[src/hdl/colc_pkg.sv]
// Contract
// - Disabled: count writes reach working buffers immediately
// - Enabled: count writes wait for load request
// - Load request moves all counts together
// - Hardware clears load request after transfer
// - Outputs and fault routable to alternate pins
// - Generator keeps running during sleep
// - Internal oscillator kept on in sleep; here only while enabled with clock source CS_HFINT
// - Override levels programmed; start from shutdown
// - Auto-restart clears shutdown active by hardware
// - Independent source and mode selection per edge
// - Control 1 selects clock and dead-band sources; here the dead-band source bits are only stored and read back
// - Control 0 holds polarities and output enables
// - Shutdown sources separate from override levels
// - Rising select has seven source enable bits
package colc_pkg;
    localparam int          COLC_AW          = 6;
    localparam int          COLC_DW          = 8;
    localparam int          COLC_NSRC        = 7;
    localparam logic [5:0]  COLC_OFF_CON0    = 6'h00;
    localparam logic [5:0]  COLC_OFF_CON1    = 6'h04;
    localparam logic [5:0]  COLC_OFF_RIS     = 6'h08;
    localparam logic [5:0]  COLC_OFF_RSIM    = 6'h0c;
    localparam logic [5:0]  COLC_OFF_FIS     = 6'h10;
    localparam logic [5:0]  COLC_OFF_FSIM    = 6'h14;
    localparam logic [5:0]  COLC_OFF_ASD0    = 6'h18;
    localparam logic [5:0]  COLC_OFF_ASD1    = 6'h1c;
    localparam logic [5:0]  COLC_OFF_DBR     = 6'h20;
    localparam logic [5:0]  COLC_OFF_DBF     = 6'h24;
    localparam logic [5:0]  COLC_OFF_BKR     = 6'h28;
    localparam logic [5:0]  COLC_OFF_BKF     = 6'h2c;
    localparam logic [5:0]  COLC_OFF_PHR     = 6'h30;
    localparam logic [5:0]  COLC_OFF_PHF     = 6'h34;
    localparam logic [5:0]  COLC_OFF_APF     = 6'h38;
    localparam logic [5:0]  COLC_OFF_STAT    = 6'h3c;
    localparam int          CON0_EN          = 7;
    localparam int          CON0_LD          = 6;
    localparam int          CON0_POLB        = 4;
    localparam int          CON0_POLA        = 3;
    localparam int          CON0_OEB         = 1;
    localparam int          CON0_OEA         = 0;
    localparam int          CON1_CS_LO       = 0;
    localparam int          CON1_RDBS        = 7;
    localparam int          CON1_FDBS        = 6;
    localparam int          ASD0_ASDE        = 7;
    localparam int          ASD0_ARSEN       = 6;
    localparam int          ASD0_OVB_LO      = 4;
    localparam int          ASD0_OVA_LO      = 2;
    localparam int          APF_OUTA         = 0;
    localparam int          APF_OUTB         = 1;
    localparam int          APF_FLT          = 2;
    localparam logic [1:0]  CS_HFINT         = 2'h2;
    localparam logic [7:0]  RST_ZERO         = 8'h00;
    localparam logic [7:0]  RIS_MASK         = 8'h7f;
    localparam logic [7:0]  RST_ASD0         = 8'h00;
endpackage : colc_pkg

[src/hdl/colc_count_buf.sv]
`timescale 1ns/1ps
module colc_count_buf
    import colc_pkg::*;
#(
    parameter int W = 8
) (
    input  wire logic         clk,
    input  wire logic         rst_n,
    input  wire logic         wr,
    input  wire logic [W-1:0] wdata,
    input  wire logic         enabled,
    input  wire logic         commit,
    output logic      [W-1:0] shadow_r,
    output logic      [W-1:0] work_r
);
    initial begin
        if (W < 1) begin
            $error("colc_count_buf width must be positive");
        end
    end

    always_ff @(posedge clk) begin
        if (!rst_n) begin
            shadow_r <= '0;
        end else if (wr) begin
            shadow_r <= wdata;
        end
    end

    always_ff @(posedge clk) begin
        if (!rst_n) begin
            work_r <= '0;
        end else if (wr && !enabled) begin
            work_r <= wdata;
        end else if (commit) begin
            work_r <= shadow_r;
        end
    end

    chk_direct_load: assert property (@(posedge clk) disable iff (!rst_n)
        wr && !enabled |=> work_r == $past(wdata))
        else $error("Disabled write did not load working buffer");
    chk_held_until_load: assert property (@(posedge clk) disable iff (!rst_n)
        enabled && !commit |=> $stable(work_r))
        else $error("Working buffer changed without load");
endmodule : colc_count_buf

[src/hdl/colc_event_sel.sv]
`timescale 1ns/1ps
module colc_event_sel
    import colc_pkg::*;
#(
    parameter int N = 7
) (
    input  wire logic         clk,
    input  wire logic         rst_n,
    input  wire logic [N-1:0] src,
    input  wire logic [N-1:0] sel,
    input  wire logic [N-1:0] mode,
    output logic              event_r
);
    logic [N-1:0] src_d_r;
    logic [N-1:0] hit;

    // Mode bit high: edge sensitive, low: level
    always_comb begin
        hit = sel & ((mode & src & ~src_d_r) | (~mode & src));
    end

    always_ff @(posedge clk) begin
        if (!rst_n) begin
            src_d_r <= '0;
        end else begin
            src_d_r <= src;
        end
    end

    always_ff @(posedge clk) begin
        if (!rst_n) begin
            event_r <= 1'b0;
        end else begin
            event_r <= |hit;
        end
    end

    chk_masked_src: assert property (@(posedge clk) disable iff (!rst_n)
        (sel == '0) |=> !event_r)
        else $error("Event raised with no source enabled");
endmodule : colc_event_sel

[src/hdl/colc_top.sv]
// Design decisions made here: the Avalon-MM register port and the register addresses.
`timescale 1ns/1ps
module colc_top
    import colc_pkg::*;
(
    input  wire logic               clk,
    input  wire logic               rst_n,
    input  wire logic [COLC_AW-1:0] avs_address,
    input  wire logic               avs_read,
    input  wire logic               avs_write,
    input  wire logic [31:0]        avs_writedata,
    input  wire logic [3:0]         avs_byteenable,
    output logic      [31:0]        avs_readdata,
    output logic                    avs_waitrequest,
    input  wire logic [6:0]         event_src,
    input  wire logic               fault_pin_main,
    input  wire logic               fault_pin_alt,
    input  wire logic               sleep_mode,
    output logic                    gen_output_a_main,
    output logic                    gen_output_a_alt,
    output logic                    gen_output_b_main,
    output logic                    gen_output_b_alt,
    output logic                    high_freq_osc_keep,
    output logic [7:0]              work_rise_deadband,
    output logic [7:0]              work_fall_deadband,
    output logic [7:0]              work_rise_blanking,
    output logic [7:0]              work_fall_blanking,
    output logic [7:0]              work_rise_phase,
    output logic [7:0]              work_fall_phase
);
    ////////////////////////////////////////////////////////////////////////////
    // Bus slave
    logic         ack_r;
    logic         wr_go;
    logic         rd_go;
    logic [7:0]   wb;
    logic [7:0]   gen_control_reg0_r;
    logic [7:0]   gen_control_reg1_r;
    logic [7:0]   rising_event_source_select_r;
    logic [7:0]   rising_event_mode_select_r;
    logic [7:0]   falling_event_source_select_r;
    logic [7:0]   falling_event_mode_select_r;
    logic [7:0]   shutdown_override_reg_r;
    logic [7:0]   shutdown_source_reg_r;
    logic [7:0]   alt_pin_function_reg_r;
    logic [7:0]   rd_nxt;
    logic         enabled;
    logic         load_req;
    logic         commit;
    logic [5:0]   cnt_wr;
    logic [7:0]   shadow [6];
    logic [7:0]   work [6];
    logic         rise_ev;
    logic         fall_ev;
    logic         fault_in;
    logic         shut_ev;
    logic         out_a_r;
    logic         out_b_r;
    logic         pin_a;
    logic         pin_b;

    assign wr_go           = avs_write && ack_r;
    assign rd_go           = avs_read && !ack_r;
    assign avs_waitrequest = (avs_read || avs_write) && !ack_r;
    assign wb              = avs_byteenable[0] ? avs_writedata[7:0] : 8'h00;

    always_ff @(posedge clk) begin
        if (!rst_n) begin
            ack_r <= 1'b0;
        end else begin
            ack_r <= (avs_read || avs_write) && !ack_r;
        end
    end

    function automatic logic hit(input logic [5:0] off);
        return wr_go && avs_byteenable[0] && (avs_address == off);
    endfunction : hit

    ////////////////////////////////////////////////////////////////////////////
    // Control and selection registers
    assign enabled  = gen_control_reg0_r[CON0_EN];
    assign load_req = gen_control_reg0_r[CON0_LD];
    assign commit   = load_req && enabled;

    always_ff @(posedge clk) begin
        if (!rst_n) begin
            gen_control_reg0_r <= RST_ZERO;
        end else if (hit(COLC_OFF_CON0)) begin
            gen_control_reg0_r <= wb | {1'b0, load_req, 6'h00};
        end else if (commit) begin
            gen_control_reg0_r[CON0_LD] <= 1'b0;
        end
    end

    always_ff @(posedge clk) begin
        if (!rst_n) begin
            gen_control_reg1_r <= RST_ZERO;
        end else if (hit(COLC_OFF_CON1)) begin
            gen_control_reg1_r <= wb;
        end
    end

    always_ff @(posedge clk) begin
        if (!rst_n) begin
            rising_event_source_select_r <= RST_ZERO;
        end else if (hit(COLC_OFF_RIS)) begin
            rising_event_source_select_r <= wb & RIS_MASK;
        end
    end

    always_ff @(posedge clk) begin
        if (!rst_n) begin
            rising_event_mode_select_r    <= RST_ZERO;
            falling_event_source_select_r <= RST_ZERO;
            falling_event_mode_select_r   <= RST_ZERO;
        end else begin
            if (hit(COLC_OFF_RSIM)) begin
                rising_event_mode_select_r <= wb & RIS_MASK;
            end
            if (hit(COLC_OFF_FIS)) begin
                falling_event_source_select_r <= wb & RIS_MASK;
            end
            if (hit(COLC_OFF_FSIM)) begin
                falling_event_mode_select_r <= wb & RIS_MASK;
            end
        end
    end

    always_ff @(posedge clk) begin
        if (!rst_n) begin
            shutdown_source_reg_r <= RST_ZERO;
        end else if (hit(COLC_OFF_ASD1)) begin
            shutdown_source_reg_r <= wb;
        end
    end

    always_ff @(posedge clk) begin
        if (!rst_n) begin
            alt_pin_function_reg_r <= RST_ZERO;
        end else if (hit(COLC_OFF_APF)) begin
            alt_pin_function_reg_r <= wb;
        end
    end

    // Shutdown active: set by event wins over restart clear
    always_ff @(posedge clk) begin
        if (!rst_n) begin
            shutdown_override_reg_r <= RST_ASD0;
        end else if (hit(COLC_OFF_ASD0)) begin
            shutdown_override_reg_r <= wb | {shut_ev, 7'h00};
        end else if (shut_ev) begin
            shutdown_override_reg_r[ASD0_ASDE] <= 1'b1;
        end else if (enabled && shutdown_override_reg_r[ASD0_ARSEN]) begin
            shutdown_override_reg_r[ASD0_ASDE] <= 1'b0;
        end
    end

    ////////////////////////////////////////////////////////////////////////////
    // Double-buffered counts
    always_comb begin
        cnt_wr[0] = hit(COLC_OFF_DBR);
        cnt_wr[1] = hit(COLC_OFF_DBF);
        cnt_wr[2] = hit(COLC_OFF_BKR);
        cnt_wr[3] = hit(COLC_OFF_BKF);
        cnt_wr[4] = hit(COLC_OFF_PHR);
        cnt_wr[5] = hit(COLC_OFF_PHF);
    end

    genvar gi;
    generate
        for (gi = 0; gi < 6; gi++) begin : g_cnt
            colc_count_buf #(
                .W (8)
            ) u_buf (
                .clk      (clk),
                .rst_n    (rst_n),
                .wr       (cnt_wr[gi]),
                .wdata    (wb),
                .enabled  (enabled),
                .commit   (commit),
                .shadow_r (shadow[gi]),
                .work_r   (work[gi])
            );
        end
    endgenerate

    assign work_rise_deadband = work[0];
    assign work_fall_deadband = work[1];
    assign work_rise_blanking = work[2];
    assign work_fall_blanking = work[3];
    assign work_rise_phase    = work[4];
    assign work_fall_phase    = work[5];

    ////////////////////////////////////////////////////////////////////////////
    // Events and outputs
    assign fault_in = alt_pin_function_reg_r[APF_FLT] ? fault_pin_alt
                                                      : fault_pin_main;

    colc_event_sel #(
        .N (COLC_NSRC)
    ) u_rise (
        .clk     (clk),
        .rst_n   (rst_n),
        .src     ({event_src[6:4], fault_in, event_src[2:0]}),
        .sel     (rising_event_source_select_r[6:0]),
        .mode    (rising_event_mode_select_r[6:0]),
        .event_r (rise_ev)
    );

    colc_event_sel #(
        .N (COLC_NSRC)
    ) u_fall (
        .clk     (clk),
        .rst_n   (rst_n),
        .src     ({event_src[6:4], fault_in, event_src[2:0]}),
        .sel     (falling_event_source_select_r[6:0]),
        .mode    (falling_event_mode_select_r[6:0]),
        .event_r (fall_ev)
    );

    assign shut_ev = enabled && |(shutdown_source_reg_r[6:0] &
                     {event_src[6:4], fault_in, event_src[2:0]});

    // Sleep is not gated in: clock and sources alone drive the logic
    always_ff @(posedge clk) begin
        if (!rst_n) begin
            out_a_r <= 1'b0;
        end else if (!enabled) begin
            out_a_r <= 1'b0;
        end else if (rise_ev) begin
            out_a_r <= 1'b1;
        end else if (fall_ev) begin
            out_a_r <= 1'b0;
        end
    end

    assign out_b_r = !out_a_r;

    // Shutdown state drives override levels
    always_comb begin
        if (shutdown_override_reg_r[ASD0_ASDE] || !enabled) begin
            pin_a = shutdown_override_reg_r[ASD0_OVA_LO];
            pin_b = shutdown_override_reg_r[ASD0_OVB_LO];
        end else begin
            pin_a = out_a_r ^ gen_control_reg0_r[CON0_POLA];
            pin_b = out_b_r ^ gen_control_reg0_r[CON0_POLB];
        end
    end

    logic [3:0] pins_r;
    always_ff @(posedge clk) begin
        if (!rst_n) begin
            pins_r <= 4'h0;
        end else begin
            pins_r[0] <= gen_control_reg0_r[CON0_OEA] && pin_a
                         && !alt_pin_function_reg_r[APF_OUTA];
            pins_r[1] <= gen_control_reg0_r[CON0_OEA] && pin_a
                         && alt_pin_function_reg_r[APF_OUTA];
            pins_r[2] <= gen_control_reg0_r[CON0_OEB] && pin_b
                         && !alt_pin_function_reg_r[APF_OUTB];
            pins_r[3] <= gen_control_reg0_r[CON0_OEB] && pin_b
                         && alt_pin_function_reg_r[APF_OUTB];
        end
    end
    assign gen_output_a_main = pins_r[0];
    assign gen_output_a_alt  = pins_r[1];
    assign gen_output_b_main = pins_r[2];
    assign gen_output_b_alt  = pins_r[3];

    assign high_freq_osc_keep = enabled && sleep_mode
        && (gen_control_reg1_r[CON1_CS_LO +: 2] == CS_HFINT);

    ////////////////////////////////////////////////////////////////////////////
    // Read data
    always_comb begin
        case (avs_address)
            COLC_OFF_CON0: rd_nxt = gen_control_reg0_r;
            COLC_OFF_CON1: rd_nxt = gen_control_reg1_r;
            COLC_OFF_RIS:  rd_nxt = rising_event_source_select_r;
            COLC_OFF_RSIM: rd_nxt = rising_event_mode_select_r;
            COLC_OFF_FIS:  rd_nxt = falling_event_source_select_r;
            COLC_OFF_FSIM: rd_nxt = falling_event_mode_select_r;
            COLC_OFF_ASD0: rd_nxt = shutdown_override_reg_r;
            COLC_OFF_ASD1: rd_nxt = shutdown_source_reg_r;
            COLC_OFF_DBR:  rd_nxt = shadow[0];
            COLC_OFF_DBF:  rd_nxt = shadow[1];
            COLC_OFF_BKR:  rd_nxt = shadow[2];
            COLC_OFF_BKF:  rd_nxt = shadow[3];
            COLC_OFF_PHR:  rd_nxt = shadow[4];
            COLC_OFF_PHF:  rd_nxt = shadow[5];
            COLC_OFF_APF:  rd_nxt = alt_pin_function_reg_r;
            COLC_OFF_STAT: rd_nxt = {4'h0, out_b_r, out_a_r, fall_ev, rise_ev};
            default:       rd_nxt = 8'h00;
        endcase
    end

    always_ff @(posedge clk) begin
        if (!rst_n) begin
            avs_readdata <= 32'h0000_0000;
        end else if (rd_go) begin
            avs_readdata <= {24'h00_0000, rd_nxt};
        end
    end

    ////////////////////////////////////////////////////////////////////////////
    // Checks
    chk_load_clears: assert property (@(posedge clk) disable iff (!rst_n)
        commit && !hit(COLC_OFF_CON0) |=> !gen_control_reg0_r[CON0_LD])
        else $error("Load request not cleared after transfer");
    chk_load_moves: assert property (@(posedge clk) disable iff (!rst_n)
        commit && cnt_wr == 6'h00 |=> work[4] == $past(shadow[4])
                                   && work[0] == $past(shadow[0]))
        else $error("Counts not moved together on load");
    chk_ris_reserved: assert property (@(posedge clk) disable iff (!rst_n)
        !rising_event_source_select_r[7])
        else $error("Rising select bit 7 not zero");
    chk_ris_reset: assert property (@(posedge clk)
        !rst_n |=> rising_event_source_select_r == 8'h00)
        else $error("Rising select not cleared by reset");
    chk_auto_restart: assert property (@(posedge clk) disable iff (!rst_n)
        enabled && shutdown_override_reg_r[ASD0_ARSEN] && !shut_ev
        && !hit(COLC_OFF_ASD0) |=> !shutdown_override_reg_r[ASD0_ASDE])
        else $error("Auto-restart did not clear shutdown active");
    chk_shut_override: assert property (@(posedge clk) disable iff (!rst_n)
        shutdown_override_reg_r[ASD0_ASDE] && gen_control_reg0_r[CON0_OEA]
        && !alt_pin_function_reg_r[APF_OUTA]
        |=> gen_output_a_main == $past(shutdown_override_reg_r[ASD0_OVA_LO]))
        else $error("Shutdown override level not driven");
    chk_osc_keep: assert property (@(posedge clk) disable iff (!rst_n)
        high_freq_osc_keep |-> enabled && sleep_mode)
        else $error("Oscillator held without enabled sleep");
    chk_alt_route: assert property (@(posedge clk) disable iff (!rst_n)
        alt_pin_function_reg_r[APF_OUTA] |=> !gen_output_a_main)
        else $error("Main pin driven while routed to alternate");
    chk_bus_answer: assert property (@(posedge clk) disable iff (!rst_n)
        avs_read && avs_waitrequest |=> !avs_waitrequest)
        else $error("Read not answered in one cycle");

    cov_load: cover property (@(posedge clk) disable iff (!rst_n) commit);
    cov_restart: cover property (@(posedge clk) disable iff (!rst_n)
        $fell(shutdown_override_reg_r[ASD0_ASDE]));
    cov_rise: cover property (@(posedge clk) disable iff (!rst_n) rise_ev);
endmodule : colc_top

[config.mk]
export PLATFORM = sky130hd
export DESIGN_NAME = colc_top
export DESIGN_NICKNAME = d
export VERILOG_FILES = /design/src/hdl/colc_pkg.sv /design/src/hdl/colc_count_buf.sv /design/src/hdl/colc_event_sel.sv /design/src/hdl/colc_top.sv
export SDC_FILE = /design/constraint.sdc
export NUM_CORES = 1
export LEC_CHECK = 0
export ABC_AREA = 0
export BUFFER_PORTS_ARGS = -buffer_cell sky130_fd_sc_hd__buf_2
export CORE_AREA = 3 3 159 161
export DETAILED_ROUTE_END_ITERATION = 8
export DIE_AREA = 0 0 162 164
export PLACE_DENSITY = 0.63
export SLEW_MARGIN = 20
export SYNTH_ARGS = -nofsm -noshare
export SYNTH_HDL_FRONTEND = slang
export SYNTH_SLANG_ARGS = --single-unit
[constraint.sdc]
create_clock -name clk -period 2.5 [get_ports clk]
set_input_delay 0.375 -clock clk [delete_from_list [all_inputs] [get_ports clk]]
set_output_delay 0.375 -clock clk [all_outputs]
set_load 0.03 [all_outputs]
# Yosys cells after proc, flatten, opt, wreduce, memory -nomap -nowiden
# Cells that the tools add are included.
[op_classes]
bitwise_logic = 18
n_reduce_logical = 57
n_mux = 24
n_mul = 0
shift = 0
n_div = 0
addsub = 0
eq_ne = 16
order_cmp = 0
[op_table]
columns = ["op", "count"]
rows = [
  ["$pmux 8 s16", 1],
  ["$mux 8", 13],
  ["$and 7x7->7", 9],
  ["$eq 6x6->1 const B", 8],
  ["$logic_and 1x1->1", 36],
  ["$eq 6x5->1 const B", 4],
  ["$not 7->7", 3],
  ["$reduce_or 7->1", 3],
  ["$reduce_bool 2->1", 8],
  ["$or 7x7->7", 2],
  ["$eq 6x4->1 const B", 2],
  ["$mux 1", 10],
  ["$or 8x7->8", 1],
  ["$or 8x8->8", 1],
  ["$eq 6x3->1 const B", 1],
  ["$logic_not 6->1", 1],
  ["$logic_not 1->1", 5],
  ["$reduce_bool 3->1", 1],
  ["$eq 2x2->1 const B", 1],
  ["$logic_or 1x1->1", 2],
  ["$reduce_and 2->1", 1],
  ["$xor 1x1->1", 2],
]
[word_totals]
rom_bits = 0
mem_count = 0
input_bits = 56
ram_bits = 0
out_inout_bits = 86
latch_bits = 0
register_bits = 187

# Longest topological paths before layout
# Gate-level depths: netlist of the first run.
[depth]
word_depth = 6
mapped_depth = 8
depth_no_buf = 5

# Hierarchy
# Synthesis of the first run repeated with hierarchy kept, for this count alone.
[unflattened]
cells_unflattened = 975
area_unflattened_um2 = 9555.4
[by_module_without_submodules]
columns = ["module", "seq_area_each_um2", "cells_each", "n_inst", "area_per_inst_um2"]
rows = [
  ["colc_top", 1641.6, 535, 1, 4675.7],
  ["colc_count_buf", 320.3, 63, 6, 713.2],
  ["colc_event_sel", 160.2, 31, 2, 300.3],
]

# Least setup slack after synthesis of the first run
# Ideal clock, no wire load.
[synth_path]
path_kind = "input -> register"
startpoint = "in avs_address[4]"
endpoint = "reg g_cnt[1].u_buf.work_r[0]"
required_time_ns = 2.368
arrival_ns = 1.821
setup_slack_ns = 0.547
path_buffers = 2
stages = 7
setup_time_ns = 0.132
cell_sequence = "buf_2 or4b_1 buf_4 nor3_4 nor2_1 nand2_1 a21oi_1"
[synth_between]
elab_chain_len = 4
elab_cells_between_ends = 5
classes_between = "eq/ne (1); mux (1); reduce/logical (3)"
[synth_rtl]
columns = ["element", "line", "text"]
rows = [
  ["start: declaration", "colc_top.sv:8", "input wire logic [COLC_AW-1:0] avs_address,"],
  ["$eq 6x6->1 *", "colc_top.sv:76", "return wr_go && avs_byteenable[0] && (avs_address == off);"],
  ["$logic_and 1x1->1 *", "colc_top.sv:76", ""],
  ["$logic_and 1x1->1 *", "colc_count_buf.sv:33", "end else if (wr && !enabled) begin"],
  ["$mux 8 or $reduce_bool 2->1 (tied branches)", "-", ""],
  ["end signal: assignment", "colc_count_buf.sv:34", "work_r <= wdata;"],
  ["end signal: assignment", "colc_count_buf.sv:36", "work_r <= shadow_r;"],
  ["end: declaration", "colc_count_buf.sv:14", "output logic [W-1:0] work_r"],
]
# Mark *: on every way between the ends. The rest lies on a longest branch, timed or not.
# A chain may end at the register's enable or synchronous reset.

# Worst setup path after layout of the first run
[layout_path]
startpoint = "reg ack_r"
endpoint = "reg shutdown_source_reg_r[5]"
[layout_between]
elab_chain_len = 3
[layout_rtl]
columns = ["element", "line", "text"]
rows = [
  ["start: declaration", "colc_top.sv:33", "logic ack_r;"],
  ["start signal: assignment", "colc_top.sv:71", "ack_r <= (avs_read || avs_write) && !ack_r;"],
  ["$logic_and 1x1->1", "colc_top.sv:62", "assign wr_go = avs_write && ack_r;"],
  ["$logic_and 1x1->1 (2 in a row)", "colc_top.sv:76", ""],
  ["end signal: assignment", "colc_top.sv:133", "shutdown_source_reg_r <= wb;"],
  ["end: declaration", "colc_top.sv:44", "logic [7:0] shutdown_source_reg_r;"],
]
# Every way passes these cells.

==> results.py, run 1 <==
metrics = {
    "setup_path": {
        "crit_start": "ack_r$_SDFF_PN0_",
        "cp_num_buf_inv": 0,
        "required_ns": 2.80,
        "cp_max_fo": 9,
        "critical_path_class": "reg -> reg",
        "start_kind": "register",
        "crit-reg2reg-launch": "ack_r$_SDFF_PN0_",
        "critPathMaxStageDelay_ns": 0.47,
        "endpoint_kind": "register",
        "worstPathCellList": "and3_1 > nand3_2 > nor2_4 > mux2i_1 > nor2_1",
        "crit_arrival_ns": 2.26,
        "cp_slowest_cell": "and3_1",
        "crit_family": "simple AND/OR/NAND/NOR gates",
    },
    "routing": {
        "finalWirelength_um": 25050,
        "viasPerCell": 5.373,
        "dr.pass1.iters": 6,
        "drc": 0,
        "ant_nets": 0,
        "vias": 7275,
        "wl_per_cell_um": 18.50,
        "drt_iter0_drc": 737,
    },
    "clock_tree": {
        "cts_tree": "done",
        "cts.repair.resized": 0,
        "cts-htree-levels": 4,
        "numCtsBuffers": 17,
        "clock_latency_ns": 0.44,
        "ctsRootBufferMaster": "clkbuf_16",
        "post_cts_buffers": 0,
        "cts.sinks": 187,
        "cts_hold_buf": 0,
        "path_clk_slew_ns": 0.07,
        "clk_path_buf_depth": 2,
    },
    "synth": {
        "synth_area_leaders": "dfxtp_1 44%, mux2i_1 13%, a22oi_1 5.3%, nor2_1 5.3%, nand2_1 4.4%",
        "ys_seq_area_share_pct": 43.65,
        "synth.most_common_cell": "dfxtp_1",
        "syn_area_um2": 8576,
        "synth_edf_count": 0,
        "postSynthAreaPerCell_um2": 9.133,
        "ys_ff_latch": 187,
        "yosys_warnings": 0,
        "ys_types": 60,
        "synthArstFlopShare_pct": 0,
        "synth_top_flop_cell": "dfxtp_1",
        "synthTopCellsByCount": "187 x dfxtp_1, 122 x nor2_1, 114 x mux2i_1",
        "synth_cells": 939,
        "yosysTopAreaCellShare_pct": 43.65,
        "yosysTopAreaCell": "dfxtp_1",
    },
    "hold_path": {
        "hp-start": "event_src[6]",
        "hold_class": "in -> reg",
    },
    "sta": {
        "tns_ns": 0,
        "rsz0062_at_grt": "false",
        "fin_crit_sh_pct": 78.50,
        "maxSlewViolCount": 0,
        "hold_viol_final": 0,
        "slew_headroom_pct": 47.06,
        "fin_worst_skew_ns": 0.007192,
        "fin_ws_ns": 0.5375,
        "period_minus_slack_ns": 1.963,
        "setup_viol": 0,
        "fmax_ghz": 0.5095,
        "worstMarginPinSlew_ns": 0.7942,
    },
    "floorplanning": {
        "io_pins": 142,
        "fp.dieH_um": 164,
        "dieWidth_um": 162,
        "coreArea_um2": 24110,
        "dieArea_um2": 26570,
        "rows": 57,
        "initial_core_util_pct": 35.58,
    },
    "placement": {
        "portBuffers": 89,
        "dpl_worst_slack_ns": 0.2607,
        "routabilityCongestion": 0.9015,
        "dpl.hpwl_um": 17650,
        "placed_cells": 1323,
    },
    "power": {
        "p_clk_share_pct": 43.0,
        "internal_power_mw": 4.405,
        "seq_power_share_pct": 50.7,
        "peakVddDrop_uv": 466.9,
        "switchingPower_mw": 1.495,
        "leakage_nw": 3.779,
        "combPwrFrac_pct": 6.3,
        "p_sw_share_pct": 25.35,
        "p_per_area_nw_per_um2": 593.9,
    },
    "outcome": {
        "status": "complete, no violations",
    },
    "final_layout": {
        "antennaDiodeCount": 0,
        "area_delta_synth_final_pct": 15.86,
        "fin_cells": 1354,
        "drive_gt1_share_pct": 21.55,
        "finalNetCount": 1074,
    },
    "grt": {
        "antenna_found_initial": 0,
        "grt_pass1_vias": 6714,
        "grt_max_degree": 169,
        "grt_pass1_wl_um": 38290,
        "overflow": 0,
        "track_usage_pct": 18.49,
    },
    "job": {
        "timing.max_cap.violations": 0,
    },
}
-- registers in the layout (all words and copies together), names as in the netlist, 4 cells and up --
name	flops
g_cnt.u_buf.shadow_r	48
g_cnt.u_buf.work_r	48
alt_pin_function_reg_r	8
avs_readdata	8
gen_control_reg0_r	8
gen_control_reg1_r	8
shutdown_override_reg_r	8
shutdown_source_reg_r	8
falling_event_mode_select_r	7
falling_event_source_select_r	7
rising_event_mode_select_r	7
rising_event_source_select_r	7
u_fall.src_d_r	7
pins_r	4
-- placed cells by master (no fill, tap or decap), types with 5 or more instances in the layout --
| master | instances |
|---|---|
| o21ai_0 | 8 |
| nor2_4 | 7 |
| a31oi_1 | 6 |
| conb_1 | 24 |
| and3_1 | 7 |
| nor2_1 | 122 |
| buf_4 | 43 |
| buf_2 | 89 |
| mux2_2 | 18 |
| a221oi_1 | 8 |
| and2_1 | 16 |
| nand3_2 | 5 |
| a22oi_1 | 61 |
| a21oi_1 | 73 |
| nand2_1 | 100 |
| clkbuf_16 | 17 |
| nand4_1 | 7 |
| mux2i_1 | 114 |
| dfxtp_1 | 187 |
| nand3_1 | 25 |
-- cell type report --
| type | count | area, um^2 |
|---|---|---|
| Clock buffer | 20 | 456.7 |
| Clock inverter | 11 | 88.84 |
| Multi-Input combinational cell | 674 | 4415 |
| Sequential cell | 187 | 3744 |
| Inverter | 4 | 17.52 |
| Fill cell | 2423 | 14170 |
| Tap cell | 324 | 405.4 |
| Timing Repair Buffer | 134 | 808.3 |
-- metrics by stage --
stage               power [mW]  util (%)  hold WS, ns  area, um^2
floorplan                3.331         -       0.4309        8662
global placement         3.425     38.95       0.4410        9390
detailed placement       3.426     38.95       0.4446        9390
CTS                      5.933     41.22       0.2058        9936
global route             6.067     41.22       0.2160        9936
finish                   5.900     41.22       0.2267        9936
-- worst register-to-register path: stages, from the launching register on --
cell and delay (ns):
dfxtp_1 0.41, and3_1 0.47, nand3_2 0.27, nor2_4 0.38, mux2i_1 0.24, nor2_1 0.05
-- kinds of logic after synthesis --
| group | Yosys count | synth area share, % |
|---|---|---|
| AO/OA/AOI/OAI | 181 | 13.79 |
| XOR/XNOR | 2 | 0.2043 |
| buffers and inverters | 101 | 5.880 |
| flip-flops | 187 | 43.65 |
| multiplexers | 136 | 16.72 |
| other | 1 | 0.04373 |
| AND/OR/NAND/NOR | 331 | 19.71 |
-- power groups by stage --
stage	combinational (mW)	clock [mW]	sequential, mW
final	0.372	2.54	2.99
after global placement	0.364	0	3.06
after floorplan	0.271	0	3.06
after CTS	0.364	2.58	2.99
after detailed placement	0.364	0	3.06
after global routing	0.390	2.68	2.99
-- per-layer routing --
metal	part of all wire [%]	global-route usage (%)	up-vias
met5	0	0	-
li1	-	-	3447
met1	46	25.32	3534
met2	46	29.40	261
met4	1.7	5.545	0
met3	6.0	3.960	33
-- final timing paths --
kind | end | slack (ns) | cells after the start
hold reg to reg | g_cnt[2].u_buf.work_r[4]$_SDFFE_PN0P_ | 0.45 | 2
setup reg to reg | shutdown_source_reg_r[5]$_SDFFE_PN0P_ | 0.54 | 5
hold / removal | u_fall.src_d_r[6]$_SDFF_PN0_ | 0.23 | 2
setup / recovery | shutdown_source_reg_r[5]$_SDFFE_PN0P_ | 0.54 | 5
No activity file was read; power rests on OpenSTA's default activity.
==> run 2, diff against run 1 <==
==> constraint.sdc (replaced) <==
create_clock -name clk -period 2.05 [get_ports clk]
set_input_delay 0.3075 -clock clk [delete_from_list [all_inputs] [get_ports clk]]
set_output_delay 0.3075 -clock clk [all_outputs]
set_load 0.03 [all_outputs]
==> results.py, run 2 (synthesis results as in run 1) <==
metrics = {
    "grt": {
        "grt_max_degree": 169,
        "antenna_found_initial": 1,
        "grt_pass1_vias": 6833,
        "grt_pass1_wl_um": 39410,
        "overflow": 0,
        "track_usage_pct": 19.12,
    },
    "final_layout": {
        "finalNetCount": 1094,
        "final_common_cell": "dfxtp_1",
        "mostFrequentLayoutCells": "187 x dfxtp_1, 122 x nor2_1, 114 x mux2i_1",
        "final_area_um2": 10240,
        "drive_gt1_share_pct": 23.05,
        "biggestRegsByFlops": "g_cnt.u_buf.shadow_r x48, g_cnt.u_buf.work_r x48",
        "area_delta_synth_final_pct": 19.43,
        "antennaDiodeCount": 0,
    },
    "sta": {
        "fin_worst_skew_ns": 0.01071,
        "fin_crit_sh_pct": 87.13,
        "fmax_ghz": 0.5599,
        "maxSlewViolCount": 0,
        "period_minus_slack_ns": 1.786,
        "fin_ws_ns": 0.2639,
        "rsz0062_at_grt": "false",
        "slew_headroom_pct": 48.88,
        "worstMarginPinSlew_ns": 0.7667,
        "hold_viol_final": 0,
        "tns_ns": 0,
        "setup_viol": 0,
    },
    "power": {
        "finalPower_mw": 7.669,
        "peakVddDrop_uv": 580.2,
        "leakage_nw": 3.937,
        "p_per_area_nw_per_um2": 748.8,
    },
    "outcome": {
        "status": "complete, no violations",
    },
    "floorplanning": {
        "dieArea_um2": 26570,
        "dieWidth_um": 162,
        "initial_core_util_pct": 35.58,
        "coreArea_um2": 24110,
        "rows": 57,
        "io_pins": 142,
        "fp.dieH_um": 164,
    },
    "setup_path": {
        "cp_max_fo": 8,
        "crit_arrival_ns": 2.10,
        "critical_path_class": "reg -> reg",
        "endpoint_kind": "register",
        "start_kind": "register",
        "required_ns": 2.36,
    },
    "clock_tree": {
        "cts-htree-levels": 4,
        "clk_path_buf_depth": 2,
        "cts_tree": "done",
        "clock_latency_ns": 0.45,
        "numCtsBuffers": 17,
        "path_clk_slew_ns": 0.07,
        "ctsRootBufferMaster": "clkbuf_16",
        "cts.sinks": 187,
        "post_cts_buffers": 0,
    },
    "job": {
        "timing.max_cap.violations": 0,
    },
    "placement": {
        "placedInstanceArea_um2": 9615,
        "dpl_worst_slack_ns": 0.07335,
        "portBuffers": 89,
        "routabilityCongestion": 0.9206,
        "dpl.hpwl_um": 17740,
    },
    "routing": {
        "viasPerCell": 5.257,
        "ant_nets": 0,
        "dr.pass1.iters": 5,
        "wl_per_cell_um": 18.23,
        "finalWirelength_um": 25050,
        "vias": 7223,
        "drt_iter0_drc": 720,
        "drc": 0,
    },
    "hold_path": {
        "hold_class": "in -> reg",
    },
}
==> run 2: changes by cell type in the layout (fill, tap and decap cells not counted), sizes merged <==
cell,before,now
inv,7,5
bufinv,0,4
clkinv,5,2
buf,134,154
clkbuf,20,21
==> run 2: critical path: stages, from the launching register on <==
cell,delay (ns)
dfxtp_1,0.40
and3_2,0.36
nand2_1,0.19
nor2_4,0.39
mux2i_1,0.25
nor2_1,0.06
==> run 2: through the flow <==
step	util (%)	hold slack, ns	cells
2_1_floorplan	-	0.4292	962
3_3_place_gp	39.89	0.4408	1343
3_5_place_dp	39.89	0.4437	1343
4_1_cts	42.48	0.1341	1374
5_1_grt	42.49	0.1519	1374
6_report	42.49	0.1464	1374
==> run 2: area by class of cell <==
type,instances,area [um^2]
Clock buffer,21,460.4
Clock inverter,10,165.2
Fill cell,2396,13860
Inverter,4,17.52
Multi-Input combinational cell,674,4417
Sequential cell,187,3744
Tap cell,324,405.4
Timing Repair Buffer,154,1033
==> run 2: per-layer routing <==
metal | part of all wire [%] | up-vias | track usage (%)
met5 | 0.052 | - | 0
met4 | 2.4 | 2 | 6.708
met3 | 6.6 | 41 | 4.313
met2 | 46 | 253 | 30.09
met1 | 45 | 3443 | 25.91
li1 | - | 3484 | -
==> run 2: path summary, 6_finish.rpt <==
kind | endpoint | depth (start not counted) | start | slack [ns]
worst max-delay path | alt_pin_function_reg_r[5]$_SDFFE_PN0P_ | 5 | ack_r$_SDFF_PN0_ | 0.26
worst min-delay path | u_fall.src_d_r[2]$_SDFF_PN0_ | 2 | event_src[2] | 0.15
worst max register to register | alt_pin_function_reg_r[5]$_SDFFE_PN0P_ | 5 | ack_r$_SDFF_PN0_ | 0.26
worst min register to register | g_cnt[5].u_buf.work_r[1]$_SDFFE_PN0P_ | 2 | g_cnt[5].u_buf.work_r[1]$_SDFFE_PN0P_ | 0.45
==> run 2: what timing repair did <==
item	4_1_cts	5_1_grt
hold buffers	0	0
gates resized for setup	0	1
setup endpoints to repair	0	5
==> run 2: report_power, final <==
part	switching, mW	internal (mW)
sequential	0.00899	3.64
clock	1.43	2.10
combinational	0.352	0.131
total	1.79	5.88
